`config.mk`:
```
export PLATFORM = sky130hd
export DESIGN_NAME = adt_initiation
export DESIGN_NICKNAME = d
export VERILOG_FILES = /design/src/common/adt_pkg.sv /design/src/core/adt_initiation.sv
export SDC_FILE = /design/constraint.sdc
export NUM_CORES = 1
export LEC_CHECK = 0
export ABC_CLOCK_PERIOD_IN_PS = 3700
export BUFFER_PORTS_ARGS = -buffer_cell sky130_fd_sc_hd__buf_4
export CAP_MARGIN = 10
export CORE_ASPECT_RATIO = 1.4
export CORE_MARGIN = 2
export CORE_UTILIZATION = 48
export DETAILED_ROUTE_END_ITERATION = 10
export PLACE_DENSITY = 0.66
export REMOVE_ABC_BUFFERS = 1
export SYNTH_ARGS = -nofsm -noshare
export SYNTH_HDL_FRONTEND = slang
export SYNTH_SLANG_ARGS = --single-unit
```
`constraint.sdc`:
```
create_clock -name clock_i -period 3.7 [get_ports clock_i]
set_input_delay 0.74 -clock clock_i [delete_from_list [all_inputs] [get_ports clock_i]]
set_output_delay 0.74 -clock clock_i [all_outputs]
set_load 0.02 [all_outputs]
```
`src/common/adt_pkg.sv`:
```
/*
  adt_pkg: constants for the depressurization initiation timers.
  assumes a 250 MHz system clock.
*/
package adt_pkg;
  localparam int unsigned CLK_HZ          = 250_000_000;
  localparam int unsigned MAIN_DELAY_S    = 29;
  localparam int unsigned BYPASS_DELAY_MIN = 8;
  // longest times round down to whole cycles
  localparam longint unsigned MAIN_CYCLES =
    longint'(MAIN_DELAY_S) * longint'(CLK_HZ);
  localparam longint unsigned BYPASS_CYCLES =
    longint'(BYPASS_DELAY_MIN) * 64'd60 * longint'(CLK_HZ);
  localparam int unsigned NUM_DIV  = 2;
  localparam int unsigned NUM_CHAN = 4;
  localparam int unsigned VOTE_MIN = 2;
  localparam int unsigned CNT_W    = 40;
endpackage

```
`src/core/adt_initiation.sv`:
```
/*
  adt_initiation: two-division automatic depressurization initiation.
  assumes instrument and switch inputs are asynchronous plant levels.
*/
// Function
// - low level starts logic automatically
// - low level plus pressure starts main timer
// - main timer at most 29 seconds
// - main timer advances only during low level
// - low level without pressure starts bypass
// - bypass timer at most 8 minutes
// - bypass expiry with low level starts main
// - main expiry plus pump running actuates
// - two divisions, two-of-four voting of level and pressure channels
// - permissive or inhibit blocks automatic actuation
// - manual initiation plus pump running actuates
`timescale 1ns/100ps
module adt_initiation
  import adt_pkg::*;
#(
  parameter longint unsigned MAIN_CNT   = MAIN_CYCLES,
  parameter longint unsigned BYPASS_CNT = BYPASS_CYCLES
) (
  input  wire logic                clock_i,
  input  wire logic                sys_rst_i,
  input  wire logic [NUM_DIV*NUM_CHAN-1:0] low_level_chan_i,
  input  wire logic [NUM_DIV*NUM_CHAN-1:0] dw_press_chan_i,
  input  wire logic [NUM_DIV*NUM_CHAN-1:0] pump_run_chan_i,
  input  wire logic [NUM_DIV-1:0]  manual_init_i,
  input  wire logic                power_range_monitor_perm_i,
  input  wire logic                manual_inhibit_i,
  output wire logic [NUM_DIV-1:0]  actuate_o,
  output wire logic [NUM_DIV-1:0]  main_run_o,
  output wire logic [NUM_DIV-1:0]  bypass_run_o
);
  // timing notes for users of this block:
  // - every plant input passes two flip-flops, so logic reacts
  //   two edges after a change and the state moves on the third
  // - a timer counts whole clock cycles, so its span is the
  //   programmed count times the clock period, never longer
  // - a level drop shorter than one cycle may be missed; plant
  //   levels are slow, so this is accepted
  // - the two divisions share no state; only the switches, reset and
  //   the clock are common to both

  // timer sequence of one division
  typedef enum logic [1:0] {ST_IDLE, ST_BYPASS, ST_MAIN, ST_DONE} adt_st_e;

  // layout of the synchronised input vector, lowest bit first
  localparam int unsigned NV = NUM_DIV*NUM_CHAN;  // bits per variable
  localparam int unsigned NI = 3*NV + NUM_DIV + 2;
  localparam int unsigned IH = 0;                 // manual inhibit bit
  localparam int unsigned PM = 1;                 // permissive bit
  localparam int unsigned MI = 2;                 // manual init base
  localparam int unsigned PU = MI + NUM_DIV;      // pump base
  localparam int unsigned PR = PU + NV;           // pressure base
  localparam int unsigned LO = PR + NV;           // low level base

  // last count of each timer, cut to the counter width
  localparam logic [CNT_W-1:0] MAIN_LAST   = CNT_W'(MAIN_CNT - 1);
  localparam logic [CNT_W-1:0] BYPASS_LAST = CNT_W'(BYPASS_CNT - 1);

  // two-flop synchronisers for all plant inputs
  logic [NI-1:0] sync1_ff;
  logic [NI-1:0] sync2_ff;

  // first stage samples the raw plant levels
  always_ff @(posedge clock_i) begin
    sync1_ff <= {low_level_chan_i, dw_press_chan_i, pump_run_chan_i,
                 manual_init_i, power_range_monitor_perm_i,
                 manual_inhibit_i};
  end

  // second stage, the only reader of the first
  always_ff @(posedge clock_i) begin
    sync2_ff <= sync1_ff;
  end

  // settled copies of each plant variable
  logic [NV-1:0]      low_sync;
  logic [NV-1:0]      prs_sync;
  logic [NV-1:0]      pump_sync;
  logic [NUM_DIV-1:0] man_sync;
  logic               perm_sync;
  logic               inh_sync;
  logic               block_auto;

  // split the second stage into its variables
  assign low_sync  = sync2_ff[LO +: NV];
  assign prs_sync  = sync2_ff[PR +: NV];
  assign pump_sync = sync2_ff[PU +: NV];
  assign man_sync  = sync2_ff[MI +: NUM_DIV];
  assign perm_sync = sync2_ff[PM];
  assign inh_sync  = sync2_ff[IH];

  // inhibit blocks automatic
  // either switch masks the timer path, never the manual one
  assign block_auto = perm_sync | inh_sync;

  genvar d;
  generate
    for (d = 0; d < NUM_DIV; d++) begin : g_div
      // channel groups of this division
      logic [NUM_CHAN-1:0] lvl;
      logic [NUM_CHAN-1:0] prs;
      logic [NUM_CHAN-1:0] pmp;
      logic                low_trip;
      logic                prs_trip;
      logic                pump_trip;

      // timer state and its next value
      adt_st_e             state_ff;
      adt_st_e             nxt_state;
      logic [CNT_W-1:0]    cnt_ff;
      logic [CNT_W-1:0]    nxt_cnt;
      logic                byp_expired;
      logic                main_expired;

      // actuation requests
      logic                auto_req;
      logic                man_req;
      logic                act_ff;
      logic                nxt_act;

      // this division's four channels of each variable
      assign lvl = low_sync[d*NUM_CHAN +: NUM_CHAN];
      assign prs = prs_sync[d*NUM_CHAN +: NUM_CHAN];
      assign pmp = pump_sync[d*NUM_CHAN +: NUM_CHAN];

      // two-of-four voting
      // a single failed channel can neither trip nor block a trip
      assign low_trip  = $countones(lvl) >= VOTE_MIN;
      assign prs_trip  = $countones(prs) >= VOTE_MIN;
      // any running pump is positive indication
      assign pump_trip = |pmp;

      assign byp_expired  = (cnt_ff >= BYPASS_LAST);
      assign main_expired = (cnt_ff >= MAIN_LAST);

      // next state of the timer sequence
      always_comb begin
        nxt_state = state_ff;
        unique case (state_ff)
          ST_IDLE: begin
            if (low_trip) begin
              if (prs_trip)
                nxt_state = ST_MAIN;
              else
                nxt_state = ST_BYPASS;
            end
          end
          ST_BYPASS: begin
            if (!low_trip)
              nxt_state = ST_IDLE;
            else if (byp_expired)
              nxt_state = ST_MAIN;
            // pressure arriving skips the rest of bypass
            else if (prs_trip)
              nxt_state = ST_MAIN;
          end
          ST_MAIN: begin
            if (!low_trip)
              nxt_state = ST_IDLE;
            else if (main_expired)
              nxt_state = ST_DONE;
          end
          ST_DONE: begin
            // expired timer holds until low level clears
            if (!low_trip)
              nxt_state = ST_IDLE;
          end
        endcase
      end

      // next count: restart on any state change, step while timing
      always_comb begin
        nxt_cnt = cnt_ff;
        if (nxt_state != state_ff)
          nxt_cnt = '0;
        else if (state_ff == ST_BYPASS || state_ff == ST_MAIN)
          nxt_cnt = cnt_ff + 1'b1;
        else if (state_ff == ST_IDLE)
          nxt_cnt = '0;
      end

      // timer state register
      always_ff @(posedge clock_i) begin
        if (sys_rst_i)
          state_ff <= ST_IDLE;
        else
          state_ff <= nxt_state;
      end

      // counter clears on leaving
      // a stale count would shorten the next timing run
      always_ff @(posedge clock_i) begin
        if (sys_rst_i)
          cnt_ff <= '0;
        else
          cnt_ff <= nxt_cnt;
      end

      assign auto_req = (state_ff == ST_DONE) && !block_auto;
      assign man_req  = man_sync[d];
      // no pump running means no actuation on either path
      assign nxt_act  = pump_trip & (auto_req | man_req);

      // actuation output register
      always_ff @(posedge clock_i) begin
        if (sys_rst_i)
          act_ff <= 1'b0;
        else
          act_ff <= nxt_act;
      end

      // status and drive outputs of this division
      assign actuate_o[d]    = act_ff;
      assign main_run_o[d]   = (state_ff == ST_MAIN);
      assign bypass_run_o[d] = (state_ff == ST_BYPASS);
    end
  endgenerate
endmodule

```
==> results of run 1 <==
==> synthesized netlist by cell type (3+ instances only) <==
library cell  instances
or4_1                 5
clkbuf_1             25
nor2_1               65
or3_1                 6
nor2b_1               4
and4_1               11
and2_1                4
inv_1                 8
nor4_1               45
xnor2_1              33
o21ai_0              12
and3_1               16
xor2_1               42
nor4b_1               3
fa_1                  4
a21o_1                3
dfxtp_1             142
buf_6                 3
ha_1                 12
nand2_1              52
nor3_1               25
nand4_1              21
o2111ai_1             3
a21oi_1              24
nand2b_1              3
nand3_1              38
==> layout make-up <==
type,count,area (um2),area share (%)
clock buffer,17,425,6.08
clock inverter,15,193,2.75
inverter,8,30.0,0.429
multi-input combinational,470,3020,43.2
sequential,142,2840,40.6
tap,150,188,2.68
timing repair buffer,38,298,4.26
==> state kept, by name, summed over array words and instances, names as in the netlist <==
signal and flops:
g_div.act_ff 2, sync2_ff 28, sync1_ff 28, g_div.state_ff 4
g_div.cnt_ff 80
==> routing by layer <==
layer	share of wire [%]	vias to the layer above	track usage [%]
li1	-	2411	-
met1	40	2364	21.7
met2	55	80	37.9
met3	2.9	23	4.44
met4	2.2	0	7.84
met5	0	-	0
==> cell usage in the layout, fill, tap and decap left out, types with 16 or more instances in the layout <==
| cell | synthesis | routed |
|---|---|---|
| xor2_1 | 42 | 42 |
| a21oi_1 | 24 | 24 |
| xnor2_1 | 33 | 33 |
| nor3_1 | 25 | 25 |
| and3_1 | 16 | 16 |
| buf_4 | 2 | 37 |
| nand4_1 | 21 | 21 |
| nand3_1 | 38 | 38 |
| dfxtp_1 | 142 | 142 |
| nor2_1 | 65 | 65 |
| nor4_1 | 45 | 45 |
| nand2_1 | 52 | 52 |
| clkbuf_16 | 0 | 17 |
==> where the power goes <==
group          switching, mW  leakage, nW  internal [mW]  total (mW)
clock                  0.745        0.295          0.976        1.72
sequential            0.0434         1.17           1.58        1.63
combinational          0.355         1.01          0.197       0.551
total                   1.14         2.47           2.75        3.90
==> worst reg2reg max path, stage by stage, from the launching register on <==
cell      delay (ns)
dfxtp_1         0.31
fa_1            0.46
a21oi_1         0.46
nand3_1         0.21
a211oi_1        0.35
nand3_1         0.12
a21oi_1         0.38
mux2i_4         0.29
buf_4           0.40
nor4_1          0.15
==> stage by stage <==
stage                     instance area [um2]  util, %  instances  hold WS (ns)  TNS, ns
final                                    7000     56.8        840         0.324        0
after global routing                     7000     56.8        840         0.329        0
after CTS                                7000     56.8        840         0.323        0
after detailed placement                 6380     51.8        808         0.312        0
after global placement                   6380     51.8        808         0.311        0
after floorplan                          5880        -        620         0.310    -2.50
==> cell families (layout without fill, tap and decap cells) <==
logic type	count (synthesis)	count (layout)	share of synthesized area, %
AO/OA/AOI/OAI	72	72	8.19
XOR/XNOR	75	75	10.9
adder cells (fa/ha/maj)	16	16	3.82
buffers and inverters	41	78	3.07
flip-flops	142	142	47.1
multiplexers	2	2	0.415
AND/OR/NAND/NOR	305	305	26.5
==> worst max-delay path by stage <==
stage                       from             endpoint  cells past startpoint
floorplan           sync2_ff[16]  g_div[1].cnt_ff[10]                      8
CTS                 sync2_ff[16]  g_div[1].cnt_ff[17]                      9
global placement    sync2_ff[16]  g_div[1].cnt_ff[25]                      9
finish              sync2_ff[16]  g_div[1].cnt_ff[17]                      9
global route        sync2_ff[16]  g_div[1].cnt_ff[30]                      9
detailed placement  sync2_ff[16]  g_div[1].cnt_ff[19]                      9
==> summary.md, run 1 <==
| Metric | Value |
|---|---|
| Fin crit share | `around 88%` |
| Vias | `4878` |
| CP Buf/Inv Count | `1` |
| Setup ws final | `around 0.43 ns` |
| Status | `complete, no violations` |
| Syn avg cell area | `roughly 9.2 um2` |
| Vias per cell | `5.81` |
| Vias in the first global route | `about 4.9k` |
| Minimum clock period | `approximately 3.3 ns` |
| CTS tree | `yes` |
| Most area-hungry cell type in the Yosys netlist | `dfxtp_1` |
| CP Max Fanout | `40` |
| Clock buffer depth | `2` |
| Hold wc startpoint | `sync1_ff[14]` |
| IR drop worst, VDD | `343 uV` |
| Unrepaired setup endpoints after global routing | `false` |
| CP max stage delay | `approximately 0.46 ns` |
| CP max stage cell | `fa_1` |
| Post-route ant nets | `0` |
| Share of cells above drive strength 1 | `between 10% and 20%` |
| Pwr/cell area | `557 nW/um2` |
| Final setup viols | `0` |
| Post-synth EDFFs | `0` |
| DRT Pass-1 Iters | `4` |
| Synth top area cells | `dfxtp_1 47%, xor2_1 6.1%, xnor2_1 4.8%, nor4_1 4.7%, nor2_1 4.0%` |
| Hold Path End | `sync2_ff[14]` |
| Slew @ Worst Pin | `between 0.9 and 1 ns` |
| Fmax | `between 300 and 400 MHz` |
| Die Width | `approximately 100 um` |
| Register clock-pin slew on the reported worst setup and hold paths | `around 0.070 ns` |
| Antenna Cells | `0` |
| Synth Register Bits | `about 140` |
| Leakage | `between 2 and 2.5 nW` |
| Final Net Count | `between 700 and 800` |
| Gr ovfl total | `0` |
| Yosys top cell area share | `roughly 47%` |
| Initial antenna violation count | `0` |
| Clock skew | `0.0129 ns` |
| Chip height | `137 um` |
| Total power | `between 3 and 4 mW` |
| Worst-Skew Late Latency | `~0.42 ns` |
| Drt total wl | `12800 um` |
| Num CTS Buffers | `17` |
| Reg2Reg Depth | `9` |
| Port Buffer Count | `35` |
| RR Startpoint | `sync2_ff[16]` |
| Synth warn | `0` |
| Setup bufs post-CTS | `0` |
| DR iter-0 viols | `between 150 and 200` |
| Core region area | `12300 um2` |
| Reg2reg end | `g_div[1].cnt_ff[17]` |
| Layout filler cell count | `about 1.1k` |
| H-Tree Depth | `4` |
| Max Cap Viol | `0` |
| Area growth syn-to-layout | `16.0%` |
| Startpoint types | `flop` |
| Crit Path Class | `flop to flop` |
| Hold-fix buffers at CTS | `0` |
| Standard-cell rows | `48` |
| Slew margin rel. | `between 30% and 40%` |
| GRT Resource Usage Total | `between 20 and 25%` |
| Initial Utilization | `approximately 49%` |
| Die area | `13500 um2` |
| Largest net degree at the start of global routing | `41` |
| Ports | `36` |
| CTS Root Cell | `clkbuf_16` |
| PostCTS Resize Cnt | `0` |
| Fin. max-slew vios | `0` |
| Mapped Cells | `roughly 650` |
| FFs w/ async S/R, synth | `0%` |
| Routed WL per cell | `~15 um` |
| CTS sink cnt | `between 100 and 150` |
| Dpl hpwl | `approximately 8900 um` |
| Critical Path AT | `3.54 ns` |
| Global-route wire length before repair | `approximately 22000 um` |
| CP required | `around 4.0 ns` |
| Ys flop type | `dfxtp_1` |
| Flop2flop setup slack | `~0.43 ns` |
| RD Place Congestion | `slightly below 0.9` |
| Final hold violation count | `0` |
| Residual DRC count | `0` |
| Hold depth | `0` |
| Synth cell types | `slightly below 60` |
| Crit-path cells | `fa_1 -> a21oi_1 -> nand3_1 -> a211oi_1 -> nand3_1 -> a21oi_1 -> mux2i_4 -> buf_4 -> nor4_1` |
| Worst setup EP type | `flop` |
| Worst hold path class | `flop to flop` |
| Sequential area share after synthesis | `around 47%` |
| Pre-CTS setup slack | `~0.45 ns` |
| Post-Syn Area | `around 6000 um2` |
| Crit-path leading delay family | `compound AO/OA/AOI/OAI gates` |
Power figures use the tool's default switching activity.
==> run 2, diff against run 1 <==
Settings changed: MAX_ROUTING_LAYER set to met4.
==> run 2 against run 1 <==
Against the previous run:
- total power is 2.4% lower
- die area stayed put
- worst hold slack worse by 0.0062 ns
- sequential cell count stayed put
- sequential share of layout area is 0.29 points higher
- worst setup slack worse by 0.016 ns
- highest routed layer unchanged
==> summary.md, run 2 (synthesized netlist as in run 1, its figures left out) <==
| Metric | Value |
|---|---|
| GRT Resource Usage Total | `between 20% and 30%` |
| Largest net degree at the start of global routing | `41` |
| Sw Pwr | `1.10 mW` |
| Fin. max-slew vios | `0` |
| Initial antenna violation count | `0` |
| Standard-cell rows | `48` |
| Hold Slack | `about 0.32 ns` |
| Vias | `between 4k and 5k` |
| Most frequent cells in the layout | `142 x dfxtp_1, 65 x nor2_1, 52 x nand2_1, 45 x nor4_1, 42 x xor2_1` |
| Minimum clock period | `roughly 3.3 ns` |
| Startpoint types | `flop` |
| Drt total wl | `~13000 um` |
| CP required | `about 4.0 ns` |
| Crit Path Class | `flop to flop` |
| Ports | `36` |
| Status | `complete, no violations` |
| Setup bufs post-CTS | `0` |
| Worst setup EP type | `flop` |
| IR drop worst, VDD | `roughly 320 uV` |
| Largest register FFs | `80` |
| Die Width | `just under 100 um` |
| Dpl hpwl | `slightly below 9000 um` |
| Final Net Count | `between 700 and 800` |
| Global-route wire length before repair | `around 22000 um` |
| Largest Register | `g_div.cnt_ff` |
| Combinational power share | `between 10 and 15%` |
| Chip height | `137 um` |
| Clock power frac | `between 40 and 50%` |
| Unrepaired setup endpoints after global routing | `false` |
| Residual DRC count | `0` |
| Clock skew | `between 0.015 and 0.02 ns` |
| Clock buffer depth | `2` |
| Net Sw Frac | `between 20 and 30%` |
| Worst-Skew Late Latency | `approximately 0.42 ns` |
| Setup ws final | `about 0.42 ns` |
| DR iter-0 viols | `236` |
| Routed WL per cell | `15.2 um` |
| Share of total power in sequential cells | `between 40% and 50%` |
| CTS Root Cell | `clkbuf_16` |
| P_int | `~2.7 mW` |
| Largest regs | `g_div.cnt_ff x80, sync1_ff x28, sync2_ff x28` |
| Most common cell after layout, fill and taps aside | `dfxtp_1` |
| Port Buffer Count | `35` |
| DRT Pass-1 Iters | `4` |
| Total power | `approximately 3.8 mW` |
| PostCTS Resize Cnt | `0` |
| CTS sink cnt | `around 140` |
| Max Cap Viol | `0` |
| Worst hold path class | `flop to flop` |
| Slew margin rel. | `40.7%` |
| Register clock-pin slew on the reported worst setup and hold paths | `approximately 0.070 ns` |
| Core region area | `between 10000 and 15000 um2` |
| Hold-fix buffers at CTS | `0` |
| Slew @ Worst Pin | `0.890 ns` |
| Final hold violation count | `0` |
| Initial Utilization | `49.0%` |
| Die area | `13500 um2` |
| Critical Path AT | `about 3.6 ns` |
| Num CTS Buffers | `17` |
| RD Place Congestion | `0.904` |
| Share of cells above drive strength 1 | `11.7%` |
| Pre-CTS setup slack | `0.444 ns` |
| CTS tree | `yes` |
| Vias per cell | `roughly 5.7` |
| Area after DPL | `roughly 6400 um2` |
| Final setup viols | `0` |
| Post-route ant nets | `0` |
| Leakage | `2.46 nW` |
| Gr ovfl total | `0` |
| Fin crit share | `88.8%` |
| Antenna Cells | `0` |
| Area growth syn-to-layout | `15.2%` |
| Final instance area | `around 7000 um2` |
| CP Max Fanout | `40` |
| Fmax | `~300 MHz` |
| H-Tree Depth | `4` |
| Setup TNS | `0 ns` |
| Pwr/cell area | `between 500 and 600 nW/um2` |
| Vias in the first global route | `roughly 4.8k` |
==> run 2: cell types whose count changed in the layout (fill, tap and decap cells not counted) <==
cell,before,now
bufinv_16,1,0
clkbuf_8,0,2
clkinv_2,0,1
clkinv_4,0,1
clkinv_8,4,0
clkinvlp_4,2,1
inv_6,3,7
inv_8,5,3
==> run 2: worst paths after layout <==
kind                                   start                  to  slack, ns  cells past startpoint
worst max-delay path            sync2_ff[16]  g_div[1].cnt_ff[9]       0.42                      9
worst min-delay path            sync1_ff[14]        sync2_ff[14]       0.32                      0
worst max register to register  sync2_ff[16]  g_div[1].cnt_ff[9]       0.42                      9
worst min register to register  sync1_ff[14]        sync2_ff[14]       0.32                      0
==> run 2: area by class of cell <==
cell class / instances / area (um2)
fill: 1063 / 5370
multi-input combinational: 470 / 3020
tap: 150 / 188
clock buffer: 19 / 453
timing repair buffer: 38 / 298
sequential: 142 / 2840
clock inverter: 13 / 116
inverter: 8 / 30.0
==> run 2: power by group through the flow <==
| stage | sequential [mW] | combinational, mW | clock (mW) |
|---|---|---|---|
| final | 1.62 | 0.551 | 1.63 |
| after global routing | 1.63 | 0.606 | 1.73 |
| after CTS | 1.62 | 0.551 | 1.66 |
| after detailed placement | 1.66 | 0.546 | 0 |
| after global placement | 1.65 | 0.527 | 0 |
| after floorplan | 1.65 | 0.351 | 0 |
==> run 2: critical path: stages, from the launching register on <==
cell and delay (ns):
dfxtp_1 0.31, fa_1 0.46, a21oi_1 0.44, nand3_1 0.19, a211oi_1 0.39, nand3_1 0.12, a21oi_1 0.38, mux2i_4 0.29
buf_4 0.40, nor4_1 0.14
==> run 2: through the flow <==
| stage | cells | utilization (%) |
|---|---|---|
| finish | 840 | 56.4 |
| global route | 840 | 56.4 |
| CTS | 840 | 56.4 |
| detailed placement | 808 | 51.8 |
| global placement | 808 | 51.8 |
| floorplan | 620 | - |
==> run 2: routing by layer <==
layer / vias up / track usage (%) / share of wire (%)
li1: 2391 / - / -
met1: 2293 / 21.9 / 41
met2: 76 / 37.5 / 55
met3: 18 / 3.98 / 2.2
met4: 0 / 7.91 / 1.7
met5: - / - / 0
